`config.mk`:
```
export PLATFORM = sky130hd
export DESIGN_NAME = snafd_detect
export DESIGN_NICKNAME = d
export VERILOG_FILES = /design/src/rtl/snafd_pkg.sv /design/src/rtl/snafd_detect.sv
export SDC_FILE = /design/constraint.sdc
export NUM_CORES = 1
export LEC_CHECK = 0
export ABC_AREA = 1
export BUFFER_PORTS_ARGS = -buffer_cell sky130_fd_sc_hd__buf_2
export CORE_ASPECT_RATIO = 0.5
export CORE_MARGIN = 5
export CORE_UTILIZATION = 55
export CTS_CLUSTER_DIAMETER = 120
export DETAILED_ROUTE_END_ITERATION = 12
export PLACE_DENSITY = 0.88
export SETUP_SLACK_MARGIN = 0.02
export SLEW_MARGIN = 10
export SYNTH_ARGS = -nofsm -noshare
export SYNTH_HDL_FRONTEND = slang
export SYNTH_SLANG_ARGS = --single-unit
```
`constraint.sdc`:
```
create_clock -name clk -period 7.5 [get_ports clk]
set_input_delay 0.75 -clock clk [delete_from_list [all_inputs] [get_ports clk]]
set_output_delay 0.75 -clock clk [all_outputs]
set_load 0.05 [all_outputs]
```
`src/rtl/snafd_pkg.sv`:
```
// package for the non-audio and stream format detector
// assumes a decoded subframe stream from the receiver front end
package snafd_pkg;
  localparam logic [7:0]  OFS_FMT_STATUS = 8'h08;
  localparam logic [7:0]  OFS_PREAMBLE_0 = 8'h09;
  localparam logic [7:0]  OFS_PREAMBLE_1 = 8'h0A;
  localparam logic [7:0]  OFS_PREAMBLE_2 = 8'h0B;
  localparam logic [7:0]  OFS_PREAMBLE_3 = 8'h0C;
  localparam logic [15:0] SYNC_WORD_A    = 16'hF872;
  localparam logic [15:0] SYNC_WORD_B    = 16'h4E1F;
  localparam logic [15:0] CD_SYNC_WORD   = 16'h1FFF;
  localparam logic [15:0] LD_SYNC_WORD   = 16'h7FFE;
  localparam int          TIMEOUT_FRAMES = 4096;
  localparam int          SILENCE_FRAMES = 1024;
  localparam int          CS_AUDIO_BIT   = 1;
  localparam int          FMT_PCM_BIT    = 0;
  localparam int          FMT_BURST_BIT  = 1;
  localparam int          FMT_LD_BIT     = 2;
  localparam int          FMT_CD_BIT     = 3;
  localparam int          FMT_SILENT_BIT = 4;
  localparam logic [7:0]  RESET_BYTE     = 8'h00;

  typedef enum logic [2:0] {
    SNAFD_Z0 = 3'b000,
    SNAFD_Z1 = 3'b001,
    SNAFD_Z2 = 3'b011,
    SNAFD_Z3 = 3'b010,
    SNAFD_PA = 3'b110,
    SNAFD_PB = 3'b111,
    SNAFD_PC = 3'b101,
    SNAFD_PD = 3'b100
  } snafd_state_t;

  typedef struct packed {
    logic [15:0] word;
    logic        valid;
    logic        frame_end;
  } snafd_word_t;
endpackage : snafd_pkg

```
`src/rtl/snafd_detect.sv`:
```
// non-audio sync detector, format classifier and preamble capture
// assumes words arrive on clk from the decoder; register reads are
// combinational from an address port on the same clock
`timescale 1ns/10ps
`default_nettype none
module snafd_detect #(
  parameter int TIMEOUT  = snafd_pkg::TIMEOUT_FRAMES,
  parameter int SILENCE  = snafd_pkg::SILENCE_FRAMES
) (
  input  wire logic                  clk,
  input  wire logic                  rst,
  input  wire snafd_pkg::snafd_word_t in_word,
  input  wire logic [23:0]           in_sample,
  input  wire logic                  cs_a_bit1,
  input  wire logic                  cs_b_bit1,
  input  wire logic                  status_channel_select,
  input  wire logic                  preamble_edge,
  input  wire logic                  data_edge,
  input  wire logic [7:0]            rd_addr,
  output logic [7:0]                 rd_data,
  output logic [23:0]                out_sample,
  output logic                       out_valid,
  output logic                       audio_indicator,
  output logic                       nonaudio_detect_flag,
  output logic                       pll_update
);
  localparam int CW = $clog2(TIMEOUT + 1);
  localparam int SW = $clog2(SILENCE + 1);

  initial begin
    if (TIMEOUT < 2 || SILENCE < 2) begin
      $error("snafd_detect: counts too small");
    end
  end

  snafd_pkg::snafd_state_t state_reg, state_next;
  logic          flag_reg, flag_next;
  logic [CW-1:0] tmo_reg, tmo_next;
  logic [SW-1:0] sil_reg, sil_next;
  logic [15:0]   pc_reg, pc_next;
  logic [15:0]   pd_reg, pd_next;
  logic [4:0]    fmt_reg, fmt_next;
  logic [23:0]   samp_reg;
  logic          sval_reg;
  logic          match;

  always_comb begin
    state_next = state_reg;
    pc_next    = pc_reg;
    pd_next    = pd_reg;
    match      = 1'b0;
    if (in_word.valid) begin
      case (state_reg)
        // each zero word advances; anything else restarts
        snafd_pkg::SNAFD_Z0: state_next = (in_word.word == 16'h0000)
                              ? snafd_pkg::SNAFD_Z1 : snafd_pkg::SNAFD_Z0;
        snafd_pkg::SNAFD_Z1: state_next = (in_word.word == 16'h0000)
                              ? snafd_pkg::SNAFD_Z2 : snafd_pkg::SNAFD_Z0;
        snafd_pkg::SNAFD_Z2: state_next = (in_word.word == 16'h0000)
                              ? snafd_pkg::SNAFD_Z3 : snafd_pkg::SNAFD_Z0;
        snafd_pkg::SNAFD_Z3: state_next = (in_word.word == 16'h0000)
                              ? snafd_pkg::SNAFD_PA : snafd_pkg::SNAFD_Z0;
        // four zeros seen; extra zeros keep waiting for the first sync
        snafd_pkg::SNAFD_PA: begin
          if (in_word.word == snafd_pkg::SYNC_WORD_A) begin
            state_next = snafd_pkg::SNAFD_PB;
          end else if (in_word.word == 16'h0000) begin
            state_next = snafd_pkg::SNAFD_PA;
          end else begin
            state_next = snafd_pkg::SNAFD_Z0;
          end
        end
        snafd_pkg::SNAFD_PB: begin
          if (in_word.word == snafd_pkg::SYNC_WORD_B) begin
            match      = 1'b1;
            state_next = snafd_pkg::SNAFD_PC;
          end else begin
            state_next = snafd_pkg::SNAFD_Z0;
          end
        end
        snafd_pkg::SNAFD_PC: begin
          pc_next    = in_word.word;
          state_next = snafd_pkg::SNAFD_PD;
        end
        snafd_pkg::SNAFD_PD: begin
          pd_next    = in_word.word;
          state_next = snafd_pkg::SNAFD_Z0;
        end
        default: state_next = snafd_pkg::SNAFD_Z0;
      endcase
    end
  end

  // flag and frame timeout; a match in the timeout frame wins
  always_comb begin
    flag_next = flag_reg;
    tmo_next  = tmo_reg;
    if (match) begin
      flag_next = 1'b1;
      tmo_next  = '0;
    end else if (flag_reg && in_word.valid && in_word.frame_end) begin
      if (tmo_reg == CW'(TIMEOUT - 1)) begin
        flag_next = 1'b0;
        tmo_next  = '0;
      end else begin
        tmo_next = tmo_reg + CW'(1);
      end
    end
  end

  // classification: silence after a run of zero frames, else by sync
  always_comb begin
    sil_next = sil_reg;
    fmt_next = fmt_reg;
    if (in_word.valid) begin
      if (in_word.word != 16'h0000) begin
        sil_next = '0;
      end else if (in_word.frame_end && sil_reg != SW'(SILENCE)) begin
        sil_next = sil_reg + SW'(1);
      end
      fmt_next = '0;
      if (sil_next == SW'(SILENCE)) begin
        fmt_next[snafd_pkg::FMT_SILENT_BIT] = 1'b1;
      end else if (flag_next) begin
        fmt_next[snafd_pkg::FMT_BURST_BIT] = 1'b1;
      end else if (in_word.word == snafd_pkg::CD_SYNC_WORD) begin
        fmt_next[snafd_pkg::FMT_CD_BIT] = 1'b1;
      end else if (in_word.word == snafd_pkg::LD_SYNC_WORD) begin
        fmt_next[snafd_pkg::FMT_LD_BIT] = 1'b1;
      end else if (fmt_reg[snafd_pkg::FMT_CD_BIT] ||
                   fmt_reg[snafd_pkg::FMT_LD_BIT]) begin
        fmt_next = fmt_reg;
      end else begin
        fmt_next[snafd_pkg::FMT_PCM_BIT] = 1'b1;
      end
    end
  end

  always_ff @(posedge clk or posedge rst) begin
    if (rst) begin
      state_reg <= snafd_pkg::SNAFD_Z0;
      flag_reg  <= 1'b0;
      tmo_reg   <= '0;
      sil_reg   <= '0;
      pc_reg    <= '0;
      pd_reg    <= '0;
      fmt_reg   <= '0;
      samp_reg  <= '0;
      sval_reg  <= 1'b0;
    end else begin
      state_reg <= state_next;
      flag_reg  <= flag_next;
      tmo_reg   <= tmo_next;
      sil_reg   <= sil_next;
      pc_reg    <= pc_next;
      pd_reg    <= pd_next;
      fmt_reg   <= fmt_next;
      samp_reg  <= in_sample;
      sval_reg  <= in_word.valid;
    end
  end

  // register reads; unmapped offsets read as zero
  always_comb begin
    case (rd_addr)
      snafd_pkg::OFS_FMT_STATUS: rd_data = {3'b000, fmt_reg};
      snafd_pkg::OFS_PREAMBLE_0: rd_data = pc_reg[15:8];
      snafd_pkg::OFS_PREAMBLE_1: rd_data = pc_reg[7:0];
      snafd_pkg::OFS_PREAMBLE_2: rd_data = pd_reg[15:8];
      snafd_pkg::OFS_PREAMBLE_3: rd_data = pd_reg[7:0];
      default:                   rd_data = snafd_pkg::RESET_BYTE;
    endcase
  end

  // select chooses the block; flag ORs in regardless of channel
  assign audio_indicator = flag_reg |
    (status_channel_select ? cs_b_bit1 : cs_a_bit1);
  assign nonaudio_detect_flag = flag_reg;
  assign out_sample = samp_reg;
  assign out_valid  = sval_reg;
  // data transitions never feed the lock update
  assign pll_update = preamble_edge;

  match_sets_a: assert property (@(posedge clk) disable iff (rst)
    match |=> flag_reg) else $error("flag not set by sync");
  seq_restart_a: assert property (@(posedge clk) disable iff (rst)
    (state_reg == snafd_pkg::SNAFD_PB && in_word.valid &&
     in_word.word != snafd_pkg::SYNC_WORD_B)
    |=> state_reg == snafd_pkg::SNAFD_Z0)
    else $error("search did not restart");
  timeout_clr_a: assert property (@(posedge clk) disable iff (rst)
    (flag_reg && !match && in_word.valid && in_word.frame_end &&
     tmo_reg == CW'(TIMEOUT - 1)) |=> !flag_reg)
    else $error("flag not cleared at timeout");
  flag_hold_a: assert property (@(posedge clk) disable iff (rst)
    (!flag_reg && !match) |=> !flag_reg)
    else $error("flag rose without sync");
  audio_or_a: assert property (@(posedge clk) disable iff (rst)
    audio_indicator == (flag_reg | (status_channel_select ?
      cs_b_bit1 : cs_a_bit1))) else $error("audio bit wrong");
  pass_thru_a: assert property (@(posedge clk) disable iff (rst)
    ##1 out_sample == $past(in_sample))
    else $error("sample altered");
  fmt_onehot_a: assert property (@(posedge clk) disable iff (rst)
    $onehot0(fmt_reg)) else $error("format not one-hot");
  pc_capture_a: assert property (@(posedge clk) disable iff (rst)
    (state_reg == snafd_pkg::SNAFD_PC && in_word.valid)
    |=> pc_reg == $past(in_word.word))
    else $error("burst info not captured");
  pd_capture_a: assert property (@(posedge clk) disable iff (rst)
    (state_reg == snafd_pkg::SNAFD_PD && in_word.valid)
    |=> pd_reg == $past(in_word.word))
    else $error("burst length not captured");
  short_run_a: assert property (@(posedge clk) disable iff (rst)
    (state_reg == snafd_pkg::SNAFD_Z3 && in_word.valid &&
     in_word.word == snafd_pkg::SYNC_WORD_A) |=> !flag_reg || $past(flag_reg))
    else $error("sync taken after three zeros");
  pll_data_a: assert property (@(posedge clk) disable iff (rst)
    (data_edge && !preamble_edge) |-> !pll_update)
    else $error("data bit fed lock");
endmodule : snafd_detect
`default_nettype wire

```
-- Yosys cells after proc, flatten, opt, wreduce, memory -nomap -nowiden
Cells that the tools add are included.
- register bits: 90
- RAM bits: 0
- memories kept: 0
- memory bits (read-only): 0
- latch bits: 0
- muxes and demuxes: 34
- multipliers: 0
- order comparisons: 0
- equal/unequal tests: 20
- div/mod/pow operators: 0
- add/sub/neg operators: 2
- bitwise logic cells: 1
- reductions and logical operators: 11
- shifts and indexed selects: 0
- operators with widths (operator ; count):
    $eq 8x4->1 const B ; 5
    $pmux 8 s5 ; 1
    $mux 13 ; 3
    $mux 11 ; 3
    $eq 16x15->1 const B ; 2
    $pmux 3 s8 ; 1
    $eq 16x13->1 const B ; 1
    $eq 16x16->1 const B ; 1
    $logic_not 16->1 ; 1
    $reduce_bool 16->1 ; 1
    $mux 1 ; 15
    $mux 3 ; 5
    $add 13x1->13 const B ; 1
    $eq 13x12->1 const B ; 1
    $eq 3x3->1 const B ; 4
    $add 11x1->11 const B ; 1
    $eq 11x11->1 const B ; 1
    $ne 11x11->1 const B ; 1
    $mux 2 ; 4
    $mux 4 ; 2
    $eq 3x2->1 const B ; 2
    $reduce_and 2->1 ; 3
    $ne 5x5->1 const B ; 1
    $eq 3x1->1 const B ; 1
    5 further kinds ; 7

-- Logic depth before layout (Yosys ltp)
- depth after elaboration: 8
- gate-level depth with buffers: 15
- gate-level depth less buffers: 15

-- Least setup slack after synthesis
No wires, ideal clock.
- path kind: input -> output
- start point: input port rd_addr[1]
- end point: output port rd_data[5]
- required time: 6750 ps
- path buffers: 1
- setup slack: 4404 ps
- arrival: 2346 ps
- stages on the path: 5
- cells stage by stage: clkbuf_1 or2_2 nor2_1 nand3_1 o2111ai_1
- cells in the longest elaborated chain, start to end: 2
- ends and longest elaborated chain (element ; line ; source):
    start, declared ; snafd_detect.sv:19 ; input wire logic [7:0] rd_addr,
    $eq 8x4->1 ; snafd_detect.sv:165 ; case (rd_addr)
    $pmux 8 s5 (*) ; snafd_detect.sv:165 ;
    end, declared ; snafd_detect.sv:20 ; output logic [7:0] rd_data,
Every way passes the cells marked *; elsewhere a longest branch is shown, timed or not.

-- Final worst setup path
- start point: input port rd_addr[5]
- end point: output port rd_data[0]
Same word-level chain as after synthesis.

==> results.sh <==
export IMPL_first_global_vias=4118
export IMPL_critical_path_peak_fanout=17
export IMPL_max_freq_ghz=0.2562
export IMPL_finalNetCount=707
export IMPL_ant_nets=0
export IMPL_skew_ns=0.005078
export IMPL_clkTransAtPathRegs_ns=0.06
export IMPL_final_period_minus_worst_setup_slack_ns=3.903
export IMPL_ys_seq_area_share_pct=49.23
export IMPL_areaGrowthSynthToFinish_pct=17.92
export IMPL_mean_number_of_vias_per_cell=5.630
export IMPL_synth_top_cells_by_area="sky130_fd_sc_hd__dfrtp_1 (49%), sky130_fd_sc_hd__nand2_1 (10%), sky130_fd_sc_hd__o21ai_0 (5.9%)"
export IMPL_cts_resized=0
export IMPL_worstPathRequired_ns=6.75
export IMPL_placement_rows=23
export IMPL_mappedNetlistNets=622
export IMPL_crit_chain="buf_2 -> nor2_1 -> nand2_1 -> nor2_1 -> inv_1 -> nor3_2 -> a221oi_1 -> nand2_1 -> buf_2"
export IMPL_largest_register_ffs=24
export IMPL_timing_max_cap_violations=0
export IMPL_fill_cells=603
export IMPL_chipWidth_um=139.0
export IMPL_cts_hold_fix_buffers=0
export IMPL_post_synth_num_cell_types=42
export IMPL_synth_yosys_warnings=0
export IMPL_synth_area_per_cell_um2=8.139
export IMPL_cts_root_buf="sky130_fd_sc_hd__clkbuf_16"
export IMPL_period_share_pct=52.03
export IMPL_worst_hold_check_path_type="in2async"
export IMPL_placement_io_buffers=89
export IMPL_design_core_area_um2=8058
export IMPL_top_level_ports=93
export IMPL_syn_cell_area_um2=4574
export IMPL_commonest_cells_after_routing_fill_and_taps_aside="sky130_fd_sc_hd__nand2_1 (122), sky130_fd_sc_hd__dfrtp_1 (90), sky130_fd_sc_hd__buf_2 (89)"
export IMPL_result_of_the_run="finished, final reports clean"
export IMPL_tritoncts_num_buffers=9
export IMPL_detail_route_wl_per_cell_um=15.10
export IMPL_diodes=0
export IMPL_slew_viol_final=0
export IMPL_pin_count_of_the_biggest_net_entering_global_routing=58
export IMPL_final_hold_violations=0
export IMPL_drc=0
export IMPL_total_power_w=0.001035
export IMPL_synth_top_area_cell="sky130_fd_sc_hd__dfrtp_1"
export IMPL_grt_antenna_before_repair=0
export IMPL_num_vias=4301
export IMPL_yosys_register_bits=90
export IMPL_fraction_of_layout_instances_using_a_drive_strength_above_1_pct=21.01
export IMPL_timing_critical_path_to_type="primary output"
export IMPL_route_final_wire_length_um=11540
export IMPL_grt_usage_pct=23.14
export IMPL_power_per_cell_area_nw_per_um2=191.8
export IMPL_grt_first_pass_wirelength_um=19260
export IMPL_tightestPinTransition_ns=1.147
export IMPL_chipHeight_um=74.49
export IMPL_initialDrtViolationCount=593
export IMPL_congestion_overflow_gr=0
export IMPL_unrepaired_setup_endpoints_after_global_routing="no"
export IMPL_worst_setup_path_start_kind="input pin"
export IMPL_detailedPlacementHpwl_um=8165
export IMPL_design_die_area_um2=10350
export IMPL_htree_levels=3
export IMPL_finalWeightedCongestion=0.8859
export IMPL_crit_arrival_ns=3.15
export IMPL_crit_slowest_cell="sky130_fd_sc_hd__nor2_1"
export IMPL_ir_worst_vdd_v=0.0001210
export IMPL_finalSetupViolCount=0
export IMPL_static_leakage_power_nw=2.590
export IMPL_instance_count_of_the_mapped_netlist=562
export IMPL_clkLatencyLatePin_ns=0.34
export IMPL_clkSinkCount=90
export IMPL_dr_pass1_iters=6
export IMPL_synth_flop_cell="sky130_fd_sc_hd__dfrtp_1"
export IMPL_top_area_cell_type_share_of_the_netlist_area_pct=49.23
export IMPL_most_frequent_standard_cell_in_the_layout_excluding_fill_and_tap_cells="sky130_fd_sc_hd__nand2_1"
export IMPL_cts_setup_buffers=0
export IMPL_clock_tree_from_tritoncts="done"
export IMPL_ctsLongestPathBuffers=2
export IMPL_synth_edff_count=0
export IMPL_max_slew_margin_pct=23.30
export IMPL_synth_async_sr_flop_share_pct=100.0
export IMPL_crit_path_max_cell_delay_ns=0.84
export IMPL_initial_core_util_pct=56.77
export IMPL_timing_setup_tns_ns=0
export IMPL_timing_worst_setup_path_type="in2out"
-- metrics by stage --
| stage | setup slack [ns] | utilization (%) | hold slack, ns | area [um2] | cells |
|---|---|---|---|---|---|
| 2_1_floorplan | 4.404 | - | 0.4530 | 4574 | 562 |
| 3_3_place_gp | 3.726 | 63.26 | 0.4667 | 5097 | 748 |
| 3_5_place_dp | 3.640 | 63.26 | 0.4738 | 5097 | 748 |
| 4_1_cts | 3.669 | 66.94 | 0.4540 | 5394 | 764 |
| 5_1_grt | 3.449 | 66.94 | 0.4776 | 5394 | 764 |
| 6_report | 3.597 | 66.94 | 0.4447 | 5394 | 764 |
-- final timing paths --
kind                       cells after the start  slack [ns]          to    startpoint
max                                            9        3.60  rd_data[0]    rd_addr[5]
min                                            2        0.44   pc_reg[4]           rst
max reg2reg                                    3        5.36  pd_reg[14]  state_reg[0]
min reg2reg                                    2        0.49  pc_reg[10]    pc_reg[10]
max in group asynchronous                      3        5.95  sil_reg[6]           rst
min in group clk                               2        0.49  pc_reg[10]    pc_reg[10]
-- routing by layer --
layer  share of wire (%)  vias to the layer above  global-route usage [%]
met5                   0                        -                       0
met4                 1.6                        0                   7.484
met3                 7.4                       25                   5.010
met2                  50                      193                   41.86
met1                  41                     2031                   28.54
li1                    -                     2052                       -
-- final cells by class --
cell class	instances	area [um2]	share of cell area [%]
timing repair buffer	90	452.9	8.397
inverter	69	265.3	4.918
multi-input combinational	387	1987	36.84
sequential	90	2252	41.75
clock buffer	11	232.7	4.315
tap	112	140.1	2.598
clock inverter	5	63.81	1.183
-- critical path, delay by kind of cell --
kind                   cells  cell delay, ns
AO/OA/AOI/OAI              1            0.17
buffers and inverters      3            0.55
AND/OR/NAND/NOR            5            1.68
-- report_power, final --
group / leakage, nW / internal, W / total (W) / switching (W)
Combinational: 1.27 / 0.0000209 / 0.0000881 / 0.0000672
Clock: 0.146 / 0.000261 / 0.000451 / 0.000190
Sequential: 1.17 / 0.000493 / 0.000496 / 0.00000236
-- synthesized netlist by cell type (all sizes together), types with 2 or more instances --
master     n
ha         3
nor3b      2
a221oi     5
nand2    131
dfrtp     90
o2111ai    3
xor2       3
nand3     38
nor3      17
nor2      68
a31oi      3
clkinv     2
buf        3
o22ai      2
o21ai     55
inv       67
a21oi      8
nand4     33
clkbuf    13
nor4       6
-- cells by family after synthesis --
group           after synthesis  share of synthesized area, %
simple gates                298                         31.65
flops                        90                         49.23
buf+inv                      85                         7.330
compound gates               83                         10.39
xor+xnor                      3                        0.5745
fa+ha+maj                     3                        0.8207
Power figures use the tool's default switching activity.
